===== src/common/mdu_pkg.sv =====
// Purpose: Shared constants and types for the MIDI UART emulation block
// Assumes: 100 MHz system clock, byte-wide host I/O port
// Notes: Host address is a 10-bit I/O address; the base is a parameter of the top
package mdu_pkg;
  // Register offsets from the port base
  localparam logic [0:0] DATA_OFS = 1'h0;
  localparam logic [0:0] CMDSTAT_OFS = 1'h1;
  // Status field positions
  localparam int TX_FULL_BIT = 6;
  localparam int RX_EMPTY_BIT = 7;
  localparam int CMD_ECHO_W = 6;
  // Queue depths
  localparam int TX_DEPTH = 64;
  localparam int RX_DEPTH = 16;
  // Command and reply codes
  localparam logic [7:0] CMD_ENTER_UART = 8'h3f;
  localparam logic [7:0] CMD_LEAVE_UART = 8'hff;
  localparam logic [7:0] ACK_BYTE = 8'hfe;
  localparam logic [7:0] REPLY_ZERO = 8'h00;
  localparam logic [7:0] REPLY_AC = 8'h15;
  localparam logic [7:0] REPLY_AD = 8'h01;
  localparam logic [7:0] REPLY_AF = 8'h64;
  // Bit timing: baud in Hz, clock in Hz, 16x oversampling on receive
  localparam int CLK_HZ = 100_000_000;
  localparam int BAUD_HZ = 31_250;
  localparam int BIT_CYCLES = CLK_HZ / BAUD_HZ;
  localparam int OVS = 16;
  localparam int OVS_CYCLES = BIT_CYCLES / OVS;
  localparam int CHAR_DATA_BITS = 8;
  // Reset values
  localparam logic RST_UART_MODE = 1'b0;
  localparam logic [7:0] RST_BYTE = 8'h00;

  // Host I/O request
  typedef struct packed {
    logic rd;
    logic wr;
    logic [9:0] addr;
    logic [7:0] wdata;
  } mdu_host_req_s;

  typedef enum {TX_IDLE, TX_START, TX_DATA, TX_STOP} mdu_tx_e;
  typedef enum {RX_IDLE, RX_START, RX_DATA, RX_STOP} mdu_rx_e;
endpackage


===== src/rtl/mdu_fifo.sv =====
// Purpose: Synchronous FIFO with valid/ready on both sides
// Assumes: One clock, synchronous active-low reset
// Notes: Optional overwrite of the newest slot when full
`timescale 1ns/1ps
module mdu_fifo #(
  parameter int WIDTH = 8,
  parameter int DEPTH = 16
) (
  input wire logic sys_clk, // System clock
  input wire logic rst_n, // Synchronous reset, active low
  input wire logic inValid, // Write request
  output logic inReady, // Space available
  input wire logic [WIDTH-1:0] inData, // Write data
  input wire logic overwrite, // When full, replace the newest entry
  output logic outValid, // Data available
  input wire logic outReady, // Pop request
  output logic [WIDTH-1:0] outData, // Head data
  output logic full, // Queue is full
  output logic empty // Queue is empty
);
  localparam int AW = $clog2(DEPTH);

  // Elaboration check; pointer wrap logic needs a power-of-two depth
  if (DEPTH < 2 || (1 << AW) != DEPTH) begin : g_bad_depth
    $error("mdu_fifo: DEPTH must be a power of two of at least 2");
  end

  logic [WIDTH-1:0] mem [DEPTH];
  logic [AW:0] wrPtr_q;
  logic [AW:0] rdPtr_q;
  logic doPush;
  logic doOver;
  logic doPop;

  // Pointer compare; extra bit separates full from empty
  assign empty = (wrPtr_q == rdPtr_q);
  assign full = (wrPtr_q[AW-1:0] == rdPtr_q[AW-1:0]) && (wrPtr_q[AW] != rdPtr_q[AW]);
  assign inReady = !full;
  assign outValid = !empty;
  assign outData = mem[rdPtr_q[AW-1:0]];
  assign doPop = outReady && !empty;
  assign doPush = inValid && (!full || doPop);
  assign doOver = inValid && full && !doPop && overwrite;

  // Storage; overwrite lands on the last written slot
  always_ff @(posedge sys_clk) begin
    if (doPush) begin
      mem[wrPtr_q[AW-1:0]] <= inData;
    end else if (doOver) begin
      mem[AW'(wrPtr_q[AW-1:0] - 1'b1)] <= inData;
    end
  end

  // Pointers
  always_ff @(posedge sys_clk) begin
    if (!rst_n) begin
      wrPtr_q <= '0;
      rdPtr_q <= '0;
    end else begin
      if (doPush) begin
        wrPtr_q <= wrPtr_q + 1'b1;
      end
      if (doPop) begin
        rdPtr_q <= rdPtr_q + 1'b1;
      end
    end
  end
endmodule // mdu_fifo


===== src/rtl/mdu_midi_uart.sv =====
// Purpose: Host-facing MIDI UART with command emulation and serial link
// Assumes: Host strobes are one-cycle pulses on sys_clk; serial in is asynchronous
// Notes: Two-byte replies to a one-byte command take two cycles to enter the receive queue
//
// What this block does
// - Transmit queue 64 bytes, receive queue 16
// - Serial link fixed at 31.25 kbaud
// - One start, eight data, one stop
// - Status low six bits echo last command
// - Status bit 6 shows transmit queue full
// - Status bit 7 shows receive queue empty
// - Every byte entering receive queue raises interrupt
// - Data port read clears the interrupt
// - Reset enters non-UART mode, data writes dropped
// - Command 3Fh enters UART mode, queues FEh
// - Listed commands queue FEh plus reply byte
// - Other commands only queue FEh
// - UART mode writes queue and transmit bytes
// - UART reads pop; full queue overwrites last
// - Command FFh leaves UART mode
// - Other commands in UART mode only set the echo
// - Two ports, ten-bit decode, no aliases
`timescale 1ns/1ps
module mdu_midi_uart #(
  parameter logic [9:0] PORT_BASE = 10'h330, // Base I/O address, even
  parameter int TX_QDEPTH = mdu_pkg::TX_DEPTH,
  parameter int RX_QDEPTH = mdu_pkg::RX_DEPTH
) (
  input wire logic sys_clk, // System clock 100 MHz
  input wire logic rst_n, // Synchronous reset, active low
  input wire logic hostRd, // Read strobe, one cycle
  input wire logic hostWr, // Write strobe, one cycle
  input wire logic [15:0] hostAddr, // Host I/O address
  input wire logic [7:0] hostWdata, // Write data
  output logic [7:0] hostRdata, // Read data, valid the cycle after hostRd
  output logic hostIrq, // Interrupt request, active high level
  input wire logic midi_serial_in, // Serial input from opto-isolator
  output logic midi_serial_out // Serial output, idles high
);
  // Elaboration check; the two locations share all bits but the lowest
  if (PORT_BASE[0] != 1'b0) begin : g_bad_base
    $error("mdu_midi_uart: PORT_BASE must be even");
  end

  // ----------------------------------------------------------------
  // Host decode
  // ----------------------------------------------------------------
  mdu_pkg::mdu_host_req_s req;
  logic hit;
  logic selData;
  logic selCmd;

  // Upper address bits must be zero so no alias answers
  assign req = '{rd: hostRd, wr: hostWr, addr: hostAddr[9:0], wdata: hostWdata};
  assign hit = (hostAddr[15:10] == 6'h00) && (req.addr[9:1] == PORT_BASE[9:1]);
  assign selData = hit && (req.addr[0] == mdu_pkg::DATA_OFS);
  assign selCmd = hit && (req.addr[0] == mdu_pkg::CMDSTAT_OFS);

  // ----------------------------------------------------------------
  // Mode and command handling
  // ----------------------------------------------------------------
  logic uartMode_q;
  logic [5:0] cmdEcho_q;
  logic replyPend_q;
  logic [7:0] reply_q;
  logic cmdWr;
  logic cmdListed;
  logic [7:0] cmdReply;

  assign cmdWr = req.wr && selCmd;

  // Reply lookup for the listed intelligent-mode commands
  always_comb begin
    cmdListed = 1'b1;
    cmdReply = mdu_pkg::REPLY_ZERO;
    case (req.wdata)
      8'ha0, 8'ha1, 8'ha2, 8'ha3, 8'ha4, 8'ha5, 8'ha6, 8'ha7, 8'hab: cmdReply = mdu_pkg::REPLY_ZERO;
      8'hac: cmdReply = mdu_pkg::REPLY_AC;
      8'had: cmdReply = mdu_pkg::REPLY_AD;
      8'haf: cmdReply = mdu_pkg::REPLY_AF;
      default: cmdListed = 1'b0;
    endcase
  end

  // Mode flag
  always_ff @(posedge sys_clk) begin
    if (!rst_n) begin
      uartMode_q <= mdu_pkg::RST_UART_MODE;
    end else if (cmdWr) begin
      if (!uartMode_q && req.wdata == mdu_pkg::CMD_ENTER_UART) begin
        uartMode_q <= 1'b1;
      end else if (uartMode_q && req.wdata == mdu_pkg::CMD_LEAVE_UART) begin
        uartMode_q <= 1'b0;
      end
    end
  end

  // Echo of the last command, in either mode
  always_ff @(posedge sys_clk) begin
    if (!rst_n) begin
      cmdEcho_q <= '0;
    end else if (cmdWr) begin
      cmdEcho_q <= req.wdata[mdu_pkg::CMD_ECHO_W-1:0];
    end
  end

  // Second reply byte follows the acknowledge one cycle later
  always_ff @(posedge sys_clk) begin
    if (!rst_n) begin
      replyPend_q <= 1'b0;
      reply_q <= mdu_pkg::RST_BYTE;
    end else begin
      replyPend_q <= cmdWr && !uartMode_q && cmdListed;
      reply_q <= cmdReply;
    end
  end

  // ----------------------------------------------------------------
  // Receive queue source select
  // ----------------------------------------------------------------
  logic rxByteValid;
  logic [7:0] rxByte;
  logic ackPush;
  logic rqInValid;
  logic [7:0] rqInData;
  logic rqOverwrite;
  logic rqPop;
  logic rqValid;
  logic [7:0] rqHead;
  logic rqEmpty;

  // Non-UART commands all acknowledge; UART-mode commands never do
  assign ackPush = cmdWr && !uartMode_q;
  // Acknowledges take priority; a serial byte landing the same cycle is lost.
  // Serial bytes are accepted only in UART mode.
  always_comb begin
    rqInValid = 1'b0;
    rqInData = mdu_pkg::ACK_BYTE;
    rqOverwrite = 1'b0;
    if (ackPush) begin
      rqInValid = 1'b1;
    end else if (replyPend_q) begin
      rqInValid = 1'b1;
      rqInData = reply_q;
    end else if (rxByteValid && uartMode_q) begin
      rqInValid = 1'b1;
      rqInData = rxByte;
      rqOverwrite = 1'b1;
    end
  end

  // Pops only in UART mode; non-UART reads just look at the head
  assign rqPop = req.rd && selData && uartMode_q;

  mdu_fifo #(.WIDTH(8), .DEPTH(RX_QDEPTH)) u_rx_q (
    .sys_clk(sys_clk),
    .rst_n(rst_n),
    .inValid(rqInValid),
    .inReady(),
    .inData(rqInData),
    .overwrite(rqOverwrite),
    .outValid(rqValid),
    .outReady(rqPop),
    .outData(rqHead),
    .full(),
    .empty(rqEmpty)
  );

  // Last byte handed to the host, returned when the queue is empty
  logic [7:0] lastRx_q;
  always_ff @(posedge sys_clk) begin
    if (!rst_n) begin
      lastRx_q <= mdu_pkg::RST_BYTE;
    end else if (req.rd && selData && rqValid) begin
      lastRx_q <= rqHead;
    end
  end

  // ----------------------------------------------------------------
  // Transmit queue
  // ----------------------------------------------------------------
  logic tqPush;
  logic tqValid;
  logic [7:0] tqHead;
  logic tqFull;
  logic txTake;

  // Host writes are dropped outside UART mode and when full
  assign tqPush = req.wr && selData && uartMode_q;

  mdu_fifo #(.WIDTH(8), .DEPTH(TX_QDEPTH)) u_tx_q (
    .sys_clk(sys_clk),
    .rst_n(rst_n),
    .inValid(tqPush),
    .inReady(),
    .inData(req.wdata),
    .overwrite(1'b0),
    .outValid(tqValid),
    .outReady(txTake),
    .outData(tqHead),
    .full(tqFull),
    .empty()
  );

  // ----------------------------------------------------------------
  // Host read data and interrupt
  // ----------------------------------------------------------------
  always_ff @(posedge sys_clk) begin
    if (!rst_n) begin
      hostRdata <= mdu_pkg::RST_BYTE;
    end else if (req.rd && selCmd) begin
      hostRdata <= {rqEmpty, tqFull, cmdEcho_q};
    end else if (req.rd && selData) begin
      hostRdata <= rqValid ? rqHead : lastRx_q;
    end
  end

  // Set wins over the clearing read in the same cycle
  always_ff @(posedge sys_clk) begin
    if (!rst_n) begin
      hostIrq <= 1'b0;
    end else if (rqInValid) begin
      hostIrq <= 1'b1;
    end else if (req.rd && selData) begin
      hostIrq <= 1'b0;
    end
  end

  // ----------------------------------------------------------------
  // Serial transmitter
  // ----------------------------------------------------------------
  mdu_pkg::mdu_tx_e txState_q;
  logic [15:0] txCnt_q;
  logic [2:0] txBit_q;
  logic [7:0] txShift_q;
  logic txTick;

  assign txTick = (txCnt_q == 16'(mdu_pkg::BIT_CYCLES - 1));
  assign txTake = (txState_q == mdu_pkg::TX_IDLE) && tqValid;

  // Frame: start low, eight data LSB first, stop high
  always_ff @(posedge sys_clk) begin
    if (!rst_n) begin
      txState_q <= mdu_pkg::TX_IDLE;
      txCnt_q <= '0;
      txBit_q <= '0;
      txShift_q <= '0;
      midi_serial_out <= 1'b1;
    end else begin
      txCnt_q <= (txState_q == mdu_pkg::TX_IDLE || txTick) ? '0 : txCnt_q + 1'b1;
      case (txState_q)
        mdu_pkg::TX_IDLE: begin
          midi_serial_out <= 1'b1;
          if (txTake) begin
            txShift_q <= tqHead;
            midi_serial_out <= 1'b0;
            txState_q <= mdu_pkg::TX_START;
          end
        end
        mdu_pkg::TX_START: begin
          if (txTick) begin
            midi_serial_out <= txShift_q[0];
            txShift_q <= {1'b0, txShift_q[7:1]};
            txBit_q <= '0;
            txState_q <= mdu_pkg::TX_DATA;
          end
        end
        mdu_pkg::TX_DATA: begin
          if (txTick) begin
            if (txBit_q == 3'(mdu_pkg::CHAR_DATA_BITS - 1)) begin
              midi_serial_out <= 1'b1;
              txState_q <= mdu_pkg::TX_STOP;
            end else begin
              midi_serial_out <= txShift_q[0];
              txShift_q <= {1'b0, txShift_q[7:1]};
              txBit_q <= txBit_q + 1'b1;
            end
          end
        end
        mdu_pkg::TX_STOP: begin
          if (txTick) begin
            txState_q <= mdu_pkg::TX_IDLE;
          end
        end
        default: txState_q <= mdu_pkg::TX_IDLE;
      endcase
    end
  end

  // ----------------------------------------------------------------
  // Serial receiver
  // ----------------------------------------------------------------
  logic rxMeta_q;
  logic rxSync_q;
  mdu_pkg::mdu_rx_e rxState_q;
  logic [7:0] ovsCnt_q;
  logic [3:0] phase_q;
  logic [2:0] rxBit_q;
  logic [7:0] rxShift_q;
  logic ovsTick;
  logic centre;

  // Two-stage synchroniser for the asynchronous input
  always_ff @(posedge sys_clk) begin
    if (!rst_n) begin
      rxMeta_q <= 1'b1;
      rxSync_q <= 1'b1;
    end else begin
      rxMeta_q <= midi_serial_in;
      rxSync_q <= rxMeta_q;
    end
  end

  // 16x oversample tick; phase 7 is the bit centre
  assign ovsTick = (ovsCnt_q == 8'(mdu_pkg::OVS_CYCLES - 1));
  assign centre = ovsTick && (phase_q == 4'(mdu_pkg::OVS / 2 - 1));

  always_ff @(posedge sys_clk) begin
    if (!rst_n) begin
      rxState_q <= mdu_pkg::RX_IDLE;
      ovsCnt_q <= '0;
      phase_q <= '0;
      rxBit_q <= '0;
      rxShift_q <= '0;
      rxByteValid <= 1'b0;
      rxByte <= mdu_pkg::RST_BYTE;
    end else begin
      rxByteValid <= 1'b0;
      ovsCnt_q <= (rxState_q == mdu_pkg::RX_IDLE || ovsTick) ? '0 : ovsCnt_q + 1'b1;
      if (ovsTick) begin
        phase_q <= phase_q + 1'b1;
      end
      case (rxState_q)
        mdu_pkg::RX_IDLE: begin
          phase_q <= '0;
          if (!rxSync_q) begin
            rxState_q <= mdu_pkg::RX_START;
          end
        end
        mdu_pkg::RX_START: begin
          if (centre) begin
            // A glitch that is high again at centre is no start bit
            rxState_q <= rxSync_q ? mdu_pkg::RX_IDLE : mdu_pkg::RX_DATA;
            rxBit_q <= '0;
          end
        end
        mdu_pkg::RX_DATA: begin
          if (centre) begin
            rxShift_q <= {rxSync_q, rxShift_q[7:1]};
            if (rxBit_q == 3'(mdu_pkg::CHAR_DATA_BITS - 1)) begin
              rxState_q <= mdu_pkg::RX_STOP;
            end
            rxBit_q <= rxBit_q + 1'b1;
          end
        end
        mdu_pkg::RX_STOP: begin
          if (centre) begin
            rxByteValid <= rxSync_q;
            rxByte <= rxShift_q;
            rxState_q <= mdu_pkg::RX_IDLE;
          end
        end
        default: rxState_q <= mdu_pkg::RX_IDLE;
      endcase
    end
  end
endmodule // mdu_midi_uart


===== config.mk =====
export PLATFORM = sky130hd
export DESIGN_NAME = mdu_midi_uart
export DESIGN_NICKNAME = d
export VERILOG_FILES = /design/src/common/mdu_pkg.sv /design/src/rtl/mdu_fifo.sv /design/src/rtl/mdu_midi_uart.sv
export SDC_FILE = /design/constraint.sdc
export NUM_CORES = 1
export LEC_CHECK = 0
export BUFFER_PORTS_ARGS = -buffer_cell sky130_fd_sc_hd__buf_2
export CAP_MARGIN = 20
export CORE_MARGIN = 3
export CORE_UTILIZATION = 25
export DETAILED_ROUTE_END_ITERATION = 16
export PLACE_DENSITY = 0.38
export RECOVER_POWER = 100
export SLEW_MARGIN = 10
export SYNTH_ARGS = -nofsm -noshare
export SYNTH_HDL_FRONTEND = slang
export SYNTH_SLANG_ARGS = --single-unit

===== constraint.sdc =====
create_clock -name sys_clk -period 3.09 [get_ports sys_clk]
set_clock_uncertainty 0.1 [all_clocks]
set_input_delay 0.618 -clock sys_clk [delete_from_list [all_inputs] [get_ports sys_clk]]
set_output_delay 0.618 -clock sys_clk [all_outputs]
set_load 0.02 [all_outputs]

==> metrics.log, run 1 <==
[metrics] Post-route DRC: 0
[metrics] EDFF count, synth: 640
[metrics] antenna violation net count after detailed routing: 0
[metrics] IO buf count: 38
[metrics] total routed wirelength: 86.2 mm
[metrics] H-tree levels: 3
[metrics] post-layout total power: 0.0246 W
[metrics] area enclosed by the die boundary: 127,000 sq um
[metrics] overall die width: 356 um
[metrics] routed via count divided by cell count: 4.59
[metrics] final standard cell area without fillers: 36,700 sq um
[metrics] Core Util, Final: 30.3%
[metrics] synth unique cells: 65
[metrics] period utilisation layout: 92.3%
[metrics] count of standard-cell rows: 127
[metrics] clock-pin transition on the worst setup and hold timing paths: 60 ps
[metrics] DR pass1 iterations: 5
[metrics] most common library cell in the layout ignoring fill and taps: edfxtp_1
[metrics] critical path capture point type: flip-flop
[metrics] top library cells by usage in the layout, fill and taps aside: edfxtp_1 (640), nor2_1 (160), mux4_2 (157), dfxtp_1 (126), nand2_1 (107)
[metrics] CTS tree: yes
[metrics] number of buffers created by CTS: 92
[metrics] Post-Synth Adder-Cell Area: 0.652%
[metrics] number of global-route vias before repair: 17,800
[metrics] largest net degree at the start of global routing: 70
[metrics] Longest Clk Path Bufs: 3
[metrics] dominant register cell in the synthesized netlist: edfxtp_1
[metrics] die height: 356 um
[metrics] Hold WC Path Type: in -> reg
[metrics] worst-margin pin slew: 2300 ps
[metrics] count of fill cells added during filler insertion: 11,900
[metrics] average detailed-routed wire length per instance: 23.1 um
[metrics] Total Nets Final: 2,084
[metrics] IO Count: 39
[metrics] post-CTS setup repair buffer count: 0
[metrics] required arrival time at the worst endpoint: 3530 ps
[metrics] remaining global-route overflow: 0
[metrics] fraction of final layout cells sized beyond drive strength 1: 22.5%
[metrics] detailed-placement wirelength estimate: 57.1 mm
[metrics] TritonCTS Sinks: 769
[metrics] initial cell density of the core: 25.4%
[metrics] area growth from synthesis to layout: 19.4%
[metrics] XOR/XNOR share of the synthesized area: 1.45%
[metrics] cell area power density: 671 nW/um^2
[metrics] Clock Latency Late Sink: 660 ps
[metrics] core region area: 121,000 sq um
[metrics] Max Cap Viol: 4
[metrics] highest ir drop seen on vdd: 0.428 mV
[metrics] tightest slew margin relative to the limit: -53.3%
[metrics] vias: 17,100
[metrics] Mapped Area: 30,700 sq um
[metrics] peak fanout along the critical path: 36
[metrics] final count of pins violating max slew: 248
[metrics] data arrival at the endpoint of the critical path: 3290 ps
[metrics] share of the synthesized area in compound gates (AO/OA/AOI/OAI): 5.00%
[metrics] number of antenna violations at the first check in global routing: 2
[metrics] root cell of the clock tree: clkbuf_16
[metrics] Critical Setup Path Class: reg -> reg
[metrics] number of hold violations in the final report: 0
[metrics] final setup violation count: 0
[metrics] total cell area at the placement stage: 34,000 sq um
[metrics] mean cell area of the mapped netlist: 16.8 sq um
[metrics] Post-Synthesis Net Count: 1,876
[metrics] unrepaired setup endpoints after global routing: false
[metrics] count of hold-fix buffers inserted at cts: 0
[metrics] PostCTS Resize Cnt: 0
[metrics] slack of the worst reg-to-reg path: 240 ps
[metrics] share of synthesized area occupied by flip-flops and latches: 71.0%
[metrics] failing checks: capacitance limit, slew limit
[metrics] Max Fclk: 351 MHz
[metrics] mux share of post-synthesis cell area: 13.1%
[metrics] First DRT Iteration DRCs: 1,134
[metrics] Fin Setup TNS: 0 ps
[metrics] run status: finished with violations
[metrics] number of warnings printed during yosys synthesis: 0
[metrics] basic-gate share of the synthesized area counting and, or, nand and nor cells: 7.07%
[metrics] Worst setup SP type: flip-flop
[metrics] leak pwr: 11.6 nW
[metrics] total track usage: 13.6%
[metrics] register bit total from synthesis: 769
[metrics] main combinational cell family by area after synthesis: multiplexers
[metrics] Synth Instances: 1,831
[metrics] share of synthesized flip-flops with an asynchronous set or reset: 0%
[metrics] global placer's final weighted congestion: 0.775
[metrics] first-pass GRT wire length: 127 mm
[metrics] minimum clock period after layout: 2850 ps
[metrics] Diodes inserted: 0
-- final cells by class --
class                   count  area [sq um]  area share, %
clock buffers             116          2460           6.72
clock inverters            56           603           1.64
inverters                  19          71.3          0.194
multi-input cells         948          8370           22.8
flip-flops and latches    769         21800           59.5
well taps                1612          2020           5.50
repair buffers            209          1340           3.66
-- metrics by stage --
stage,hold slack (ps),std cells,worst slack (ps)
after floorplan,286,1831,187
after global placement,314,3557,-124
after detailed placement,305,3557,-84.9
after CTS,76.0,3729,395
after global routing,97.2,3729,105
final,97.9,3729,239
-- state kept, by name (all words and copies together), names as in the netlist, 3 cells and up, named ones only --
register	count
u_tx_q.mem	512
u_rx_q.mem	128
txCnt_q	16
hostRdata	8
lastRx_q	8
ovsCnt_q	8
rxByte	8
rxShift_q	8
txShift_q	8
u_tx_q.rdPtr_q	7
u_tx_q.wrPtr_q	7
cmdEcho_q	6
u_rx_q.rdPtr_q	5
u_rx_q.wrPtr_q	5
phase_q	4
reply_q	4
rxBit_q	3
txBit_q	3
-- where the power goes --
| part | leakage [nW] | internal, W | switching, W |
|---|---|---|---|
| Sequential | 6.99 | 0.0113 | 0.0000714 |
| Clock | 1.49 | 0.00645 | 0.00445 |
| Combinational | 3.10 | 0.00111 | 0.00129 |
-- cells in the mapped netlist, types with 8 or more instances --
cell / n / area share (%)
buf_1: 16 / 0.20
a21oi_1: 72 / 1.2
edfxtp_1: 640 / 63
and3_1: 11 / 0.22
nor2b_1: 14 / 0.29
a311oi_1: 8 / 0.23
xnor2_1: 28 / 0.80
nand2_1: 107 / 1.3
a31oi_1: 12 / 0.24
mux2i_1: 46 / 1.5
buf_2: 22 / 0.36
a22oi_1: 72 / 1.8
o21ai_0: 30 / 0.49
nand4_1: 20 / 0.41
xor2_1: 23 / 0.66
nand2b_1: 12 / 0.24
mux4_2: 157 / 12
and2_1: 8 / 0.16
nor2_1: 161 / 2.0
nor3_1: 10 / 0.16
ha_1: 16 / 0.65
clkbuf_1: 41 / 0.50
or4_1: 8 / 0.20
inv_1: 17 / 0.21
dfxtp_1: 129 / 8.4
nand3_1: 40 / 0.65
buf_4: 8 / 0.20
-- critical path: stages (launching register included) --
cell	delay [ps]
dfxtp_4	410
buf_6	480
mux4_2	600
a22oi_1	270
a21oi_1	220
o41ai_1	470
a31oi_1	150
-- worst paths after layout --
| kind | startpoint | to | cells past startpoint |
|---|---|---|---|
| worst max register to register | flip-flop | txShift_q[1] | 6 |
| worst min-delay path | midi_serial_in | rxMeta_q | 2 |
| worst min register to register | rxMeta_q | rxSync_q | 1 |
| worst max-delay path | flip-flop | txShift_q[1] | 6 |
-- per-layer routing --
| metal | up-vias | part of all wire, % | global-route usage (%) |
|---|---|---|---|
| met1 | 8948 | 47 | 19.1 |
| met5 | - | 0 | 0 |
| met3 | 86 | 4.4 | 2.26 |
| met4 | 0 | 1.4 | 3.10 |
| li1 | 7697 | - | - |
| met2 | 383 | 47 | 22.0 |
-- logic make-up after synthesis --
family | Yosys count
buffers and inverters | 114
DFF | 769
adders and majority gates | 16
and+or+nand+nor | 440
muxes | 205
xor gates and xnor gates | 51
AOI/OAI and AO/OA | 236
Note: power is estimated with default switching activity, not from simulation.
==> run 2: changes to the inputs <==
- CELL_PAD_IN_SITES_DETAIL_PLACEMENT: not set -> 1
- CELL_PAD_IN_SITES_GLOBAL_PLACEMENT: not set -> 2
- PLACE_DENSITY: 0.38 -> 0.46
==> run 2 against run 1 <==
Compared with the run above: the flow still finishes with violations (capacitance limit, slew limit); clock power hardly changed; maximum frequency decreased by 2.7%; total power up 0.41%; first-iteration DRC count grew 4.1%; die area is the same; clock-buffer cell count down 1; sequential power barely moved; critical endpoint is now txShift_q[0]; highest routed layer unchanged.
==> metrics.log, run 2 (synthesis gave the netlist of run 1 again) <==
[metrics] Fin Setup TNS: 0 ps (unchanged)
[metrics] Clock Latency Late Sink: 660 ps (about the same)
[metrics] post-CTS setup repair buffer count: 0 (unchanged)
[metrics] combinational fraction of design power: 10.2% (was 9.8%)
[metrics] die height: 356 um (unchanged)
[metrics] remaining global-route overflow: 0 (unchanged)
[metrics] unrepaired setup endpoints after global routing: true (was false)
[metrics] total track usage: 14.1% (was 13.6%)
[metrics] detailed-placement wirelength estimate: 60.2 mm (was 57.1 mm)
[metrics] net switching component of the power: 0.00578 W (was 0.00581 W)
[metrics] slack of the worst reg-to-reg path: 160 ps (was 240 ps)
[metrics] vias: 17,100 (about the same)
[metrics] Post-route DRC: 0 (unchanged)
[metrics] final standard cell area without fillers: 36,900 sq um (was 36,700 sq um)
[metrics] Critical Setup Path Class: reg -> reg (unchanged)
[metrics] startpoint of the lowest-slack hold path: rst_n (was midi_serial_in)
[metrics] total routed wirelength: 89.1 mm (was 86.2 mm)
[metrics] Max Fclk: 341 MHz (was 351 MHz)
[metrics] overall die width: 356 um (unchanged)
[metrics] average detailed-routed wire length per instance: 23.8 um (was 23.1 um)
[metrics] minimum clock period after layout: 2930 ps (was 2850 ps)
[metrics] first-pass GRT wire length: 132 mm (was 127 mm)
[metrics] run status: finished with violations (unchanged)
[metrics] cell occurring most often along the worst timing path: buf_4
[metrics] data arrival at the endpoint of the critical path: 3350 ps (was 3290 ps)
[metrics] largest net degree at the start of global routing: 70 (unchanged)
[metrics] count of cells along the worst hold path: 2 (unchanged)
[metrics] Pint: 0.0189 W (was 0.0188 W)
[metrics] worst-margin pin slew: 1850 ps (was 2300 ps)
[metrics] master of the slowest instance on the critical path: dfxtp_4 (was mux4_2)
[metrics] Hold WC Path Type: in -> reg (unchanged)
[metrics] number of hold violations in the final report: 0 (unchanged)
[metrics] routed via count divided by cell count: 4.56 (was 4.59)
[metrics] tightest slew margin relative to the limit: -23.7% (was -53.3%)
[metrics] max FFs per register: 512 (unchanged)
[metrics] CTS tree: yes (unchanged)
[metrics] First DRT Iteration DRCs: 1,181 (was 1,134)
[metrics] peak fanout along the critical path: 11 (was 36)
[metrics] area taken by flip-flops and latches: 21,800 sq um (unchanged)
[metrics] initial cell density of the core: 25.4% (unchanged)
[metrics] fraction of final layout cells sized beyond drive strength 1: 23.7% (was 22.5%)
[metrics] most common library cell in the layout ignoring fill and taps: edfxtp_1 (unchanged)
[metrics] critical path capture point type: flip-flop (unchanged)
[metrics] end point of the worst hold path: midi_serial_out (was rxMeta_q)
[metrics] H-tree levels: 3 (unchanged)
[metrics] highest ir drop seen on vdd: 0.375 mV (was 0.428 mV)
[metrics] sequential share of power: 45.9% (was 46.0%)
[metrics] area enclosed by the die boundary: 127,000 sq um (unchanged)
[metrics] cell area power density: 670 nW/um^2 (was 671 nW/um^2)
[metrics] failing checks: capacitance limit, slew limit (unchanged)
[metrics] DR pass1 iterations: 5 (unchanged)
[metrics] required arrival time at the worst endpoint: 3510 ps (was 3530 ps)
[metrics] Total Nets Final: 2,105 (was 2,084)
[metrics] final setup violation count: 0 (unchanged)
[metrics] count of standard-cell rows: 127 (unchanged)
[metrics] area growth from synthesis to layout: 20.2% (was 19.4%)
[metrics] TritonCTS Sinks: 769 (unchanged)
[metrics] biggest cell delay along the critical path: 550 ps (was 600 ps)
[metrics] antenna violation net count after detailed routing: 0 (unchanged)
[metrics] period utilisation layout: 94.8% (was 92.3%)
[metrics] number of buffers created by CTS: 90 (was 92)
[metrics] crit path cell chain: buf_4 > mux4_2 > a22oi_1 > a21oi_1 > o41ai_2 > buf_4 > a31oi_1 (was buf_6 > mux4_2 > a22oi_1 > a21oi_1 > o41ai_1 > a31oi_1)
[metrics] core region area: 121,000 sq um (unchanged)
[metrics] final count of pins violating max slew: 251 (was 248)
[metrics] clock share of power: 43.9% (was 44.3%)
[metrics] Core Util, Final: 30.5% (was 30.3%)
[metrics] Worst setup SP type: flip-flop (unchanged)
[metrics] critical path buffer and inverter count: 2 (was 1)
[metrics] terminus of the critical flop-to-flop path: txShift_q[0] (was txShift_q[1])
[metrics] count of fill cells added during filler insertion: 12,500 (was 11,900)
[metrics] leak pwr: 11.7 nW (was 11.6 nW)
[metrics] IO Count: 39 (unchanged)
[metrics] Post-Place Cells: 3,578 (was 3,557)
[metrics] family with the most delay on the worst path: compound AO/OA/AOI/OAI gates (unchanged)
[metrics] Max Cap Viol: 6 (was 4)
[metrics] total cell area at the placement stage: 34,200 sq um (was 34,000 sq um)
[metrics] multi-input logic area: 8360 sq um (was 8370 sq um)
[metrics] Longest Clk Path Bufs: 3 (unchanged)
[metrics] root cell of the clock tree: clkbuf_16 (unchanged)
[metrics] number of global-route vias before repair: 18,600 (was 17,800)
[metrics] fraction of power spent switching nets: 23.4% (was 23.6%)
[metrics] clock-pin transition on the worst setup and hold timing paths: 60 ps (about the same)
[metrics] top library cells by usage in the layout, fill and taps aside: edfxtp_1 (640), nor2_1 (160), mux4_2 (157), dfxtp_1 (126), nand2_1 (107) (unchanged)
[metrics] tightest hold margin: 158 ps (was 97.9 ps)
[metrics] IO buf count: 38 (unchanged)
[metrics] final cell count without fillers: 3,748 (was 3,729)
[metrics] number of antenna violations at the first check in global routing: 2 (unchanged)
[metrics] global placer's final weighted congestion: 0.740 (was 0.775)
[metrics] depth of the worst register-to-register path: 7 (was 6)
==> run 2: power by group through the flow <==
stage          clock (W)  combinational, W  sequential (W)
2_1_floorplan          0           0.00173          0.0115
3_3_place_gp           0           0.00258          0.0116
3_5_place_dp           0           0.00259          0.0116
4_1_cts           0.0113           0.00260          0.0113
5_1_grt           0.0117           0.00278          0.0114
6_report          0.0108           0.00252          0.0114
==> run 2: worst max-delay path by stage <==
stage | endpoint | slack (ps) | cells past startpoint | startpoint
2_1_floorplan | u_rx_q.mem[12][0] | 190 | 8 | hostAddr[11]
3_3_place_gp | txShift_q[0] | -160 | 7 | flip-flop
3_5_place_dp | txShift_q[0] | -180 | 7 | flip-flop
4_1_cts | txShift_q[0] | 40 | 7 | flip-flop
5_1_grt | txShift_q[0] | -30 | 7 | flip-flop
6_report | txShift_q[0] | 160 | 7 | flip-flop
==> run 2: metrics by stage <==
stage	power, W	setup WS, ps
final	0.0247	160
after global routing	0.0258	-26.4
after CTS	0.0252	39.0
after detailed placement	0.0141	-181
after global placement	0.0141	-165
after floorplan	0.0132	187
==> run 2: cell type report <==
type,instances,share of cell area [%]
Clock buffer,115,6.70
Timing Repair Buffer,232,4.36
Tap cell,1612,5.47
Multi-Input combinational cell,948,22.7
Sequential cell,769,59.1
Inverter,19,0.193
Clock inverter,52,1.50
Antenna cell,1,0.00678
==> run 2: metal layers <==
| layer | up-vias | share of wire (%) | track usage, % |
|---|---|---|---|
| met3 | 107 | 3.1 | 2.25 |
| met1 | 9028 | 46 | 19.3 |
| met2 | 229 | 49 | 23.4 |
| met4 | 0 | 1.8 | 3.16 |
| li1 | 7727 | - | - |
| met5 | - | 0 | 0 |
==> run 2: timing repair <==
item	in CTS	in global routing
resized for setup	1	2
hold buffers	1	0
endpoints found under the setup margin	1	1
hold endpoints to repair	1	0
cloned	0	1
pin swaps	0	1
==> run 2: worst register-to-register path, delay by kind of cell (launching register included) <==
| kind | cells | cell delay, ps |
|---|---|---|
| AO/OA/AOI/OAI | 4 | 1070 |
| multiplexers | 1 | 540 |
| flip-flops | 1 | 550 |
| buffers and inverters | 2 | 550 |
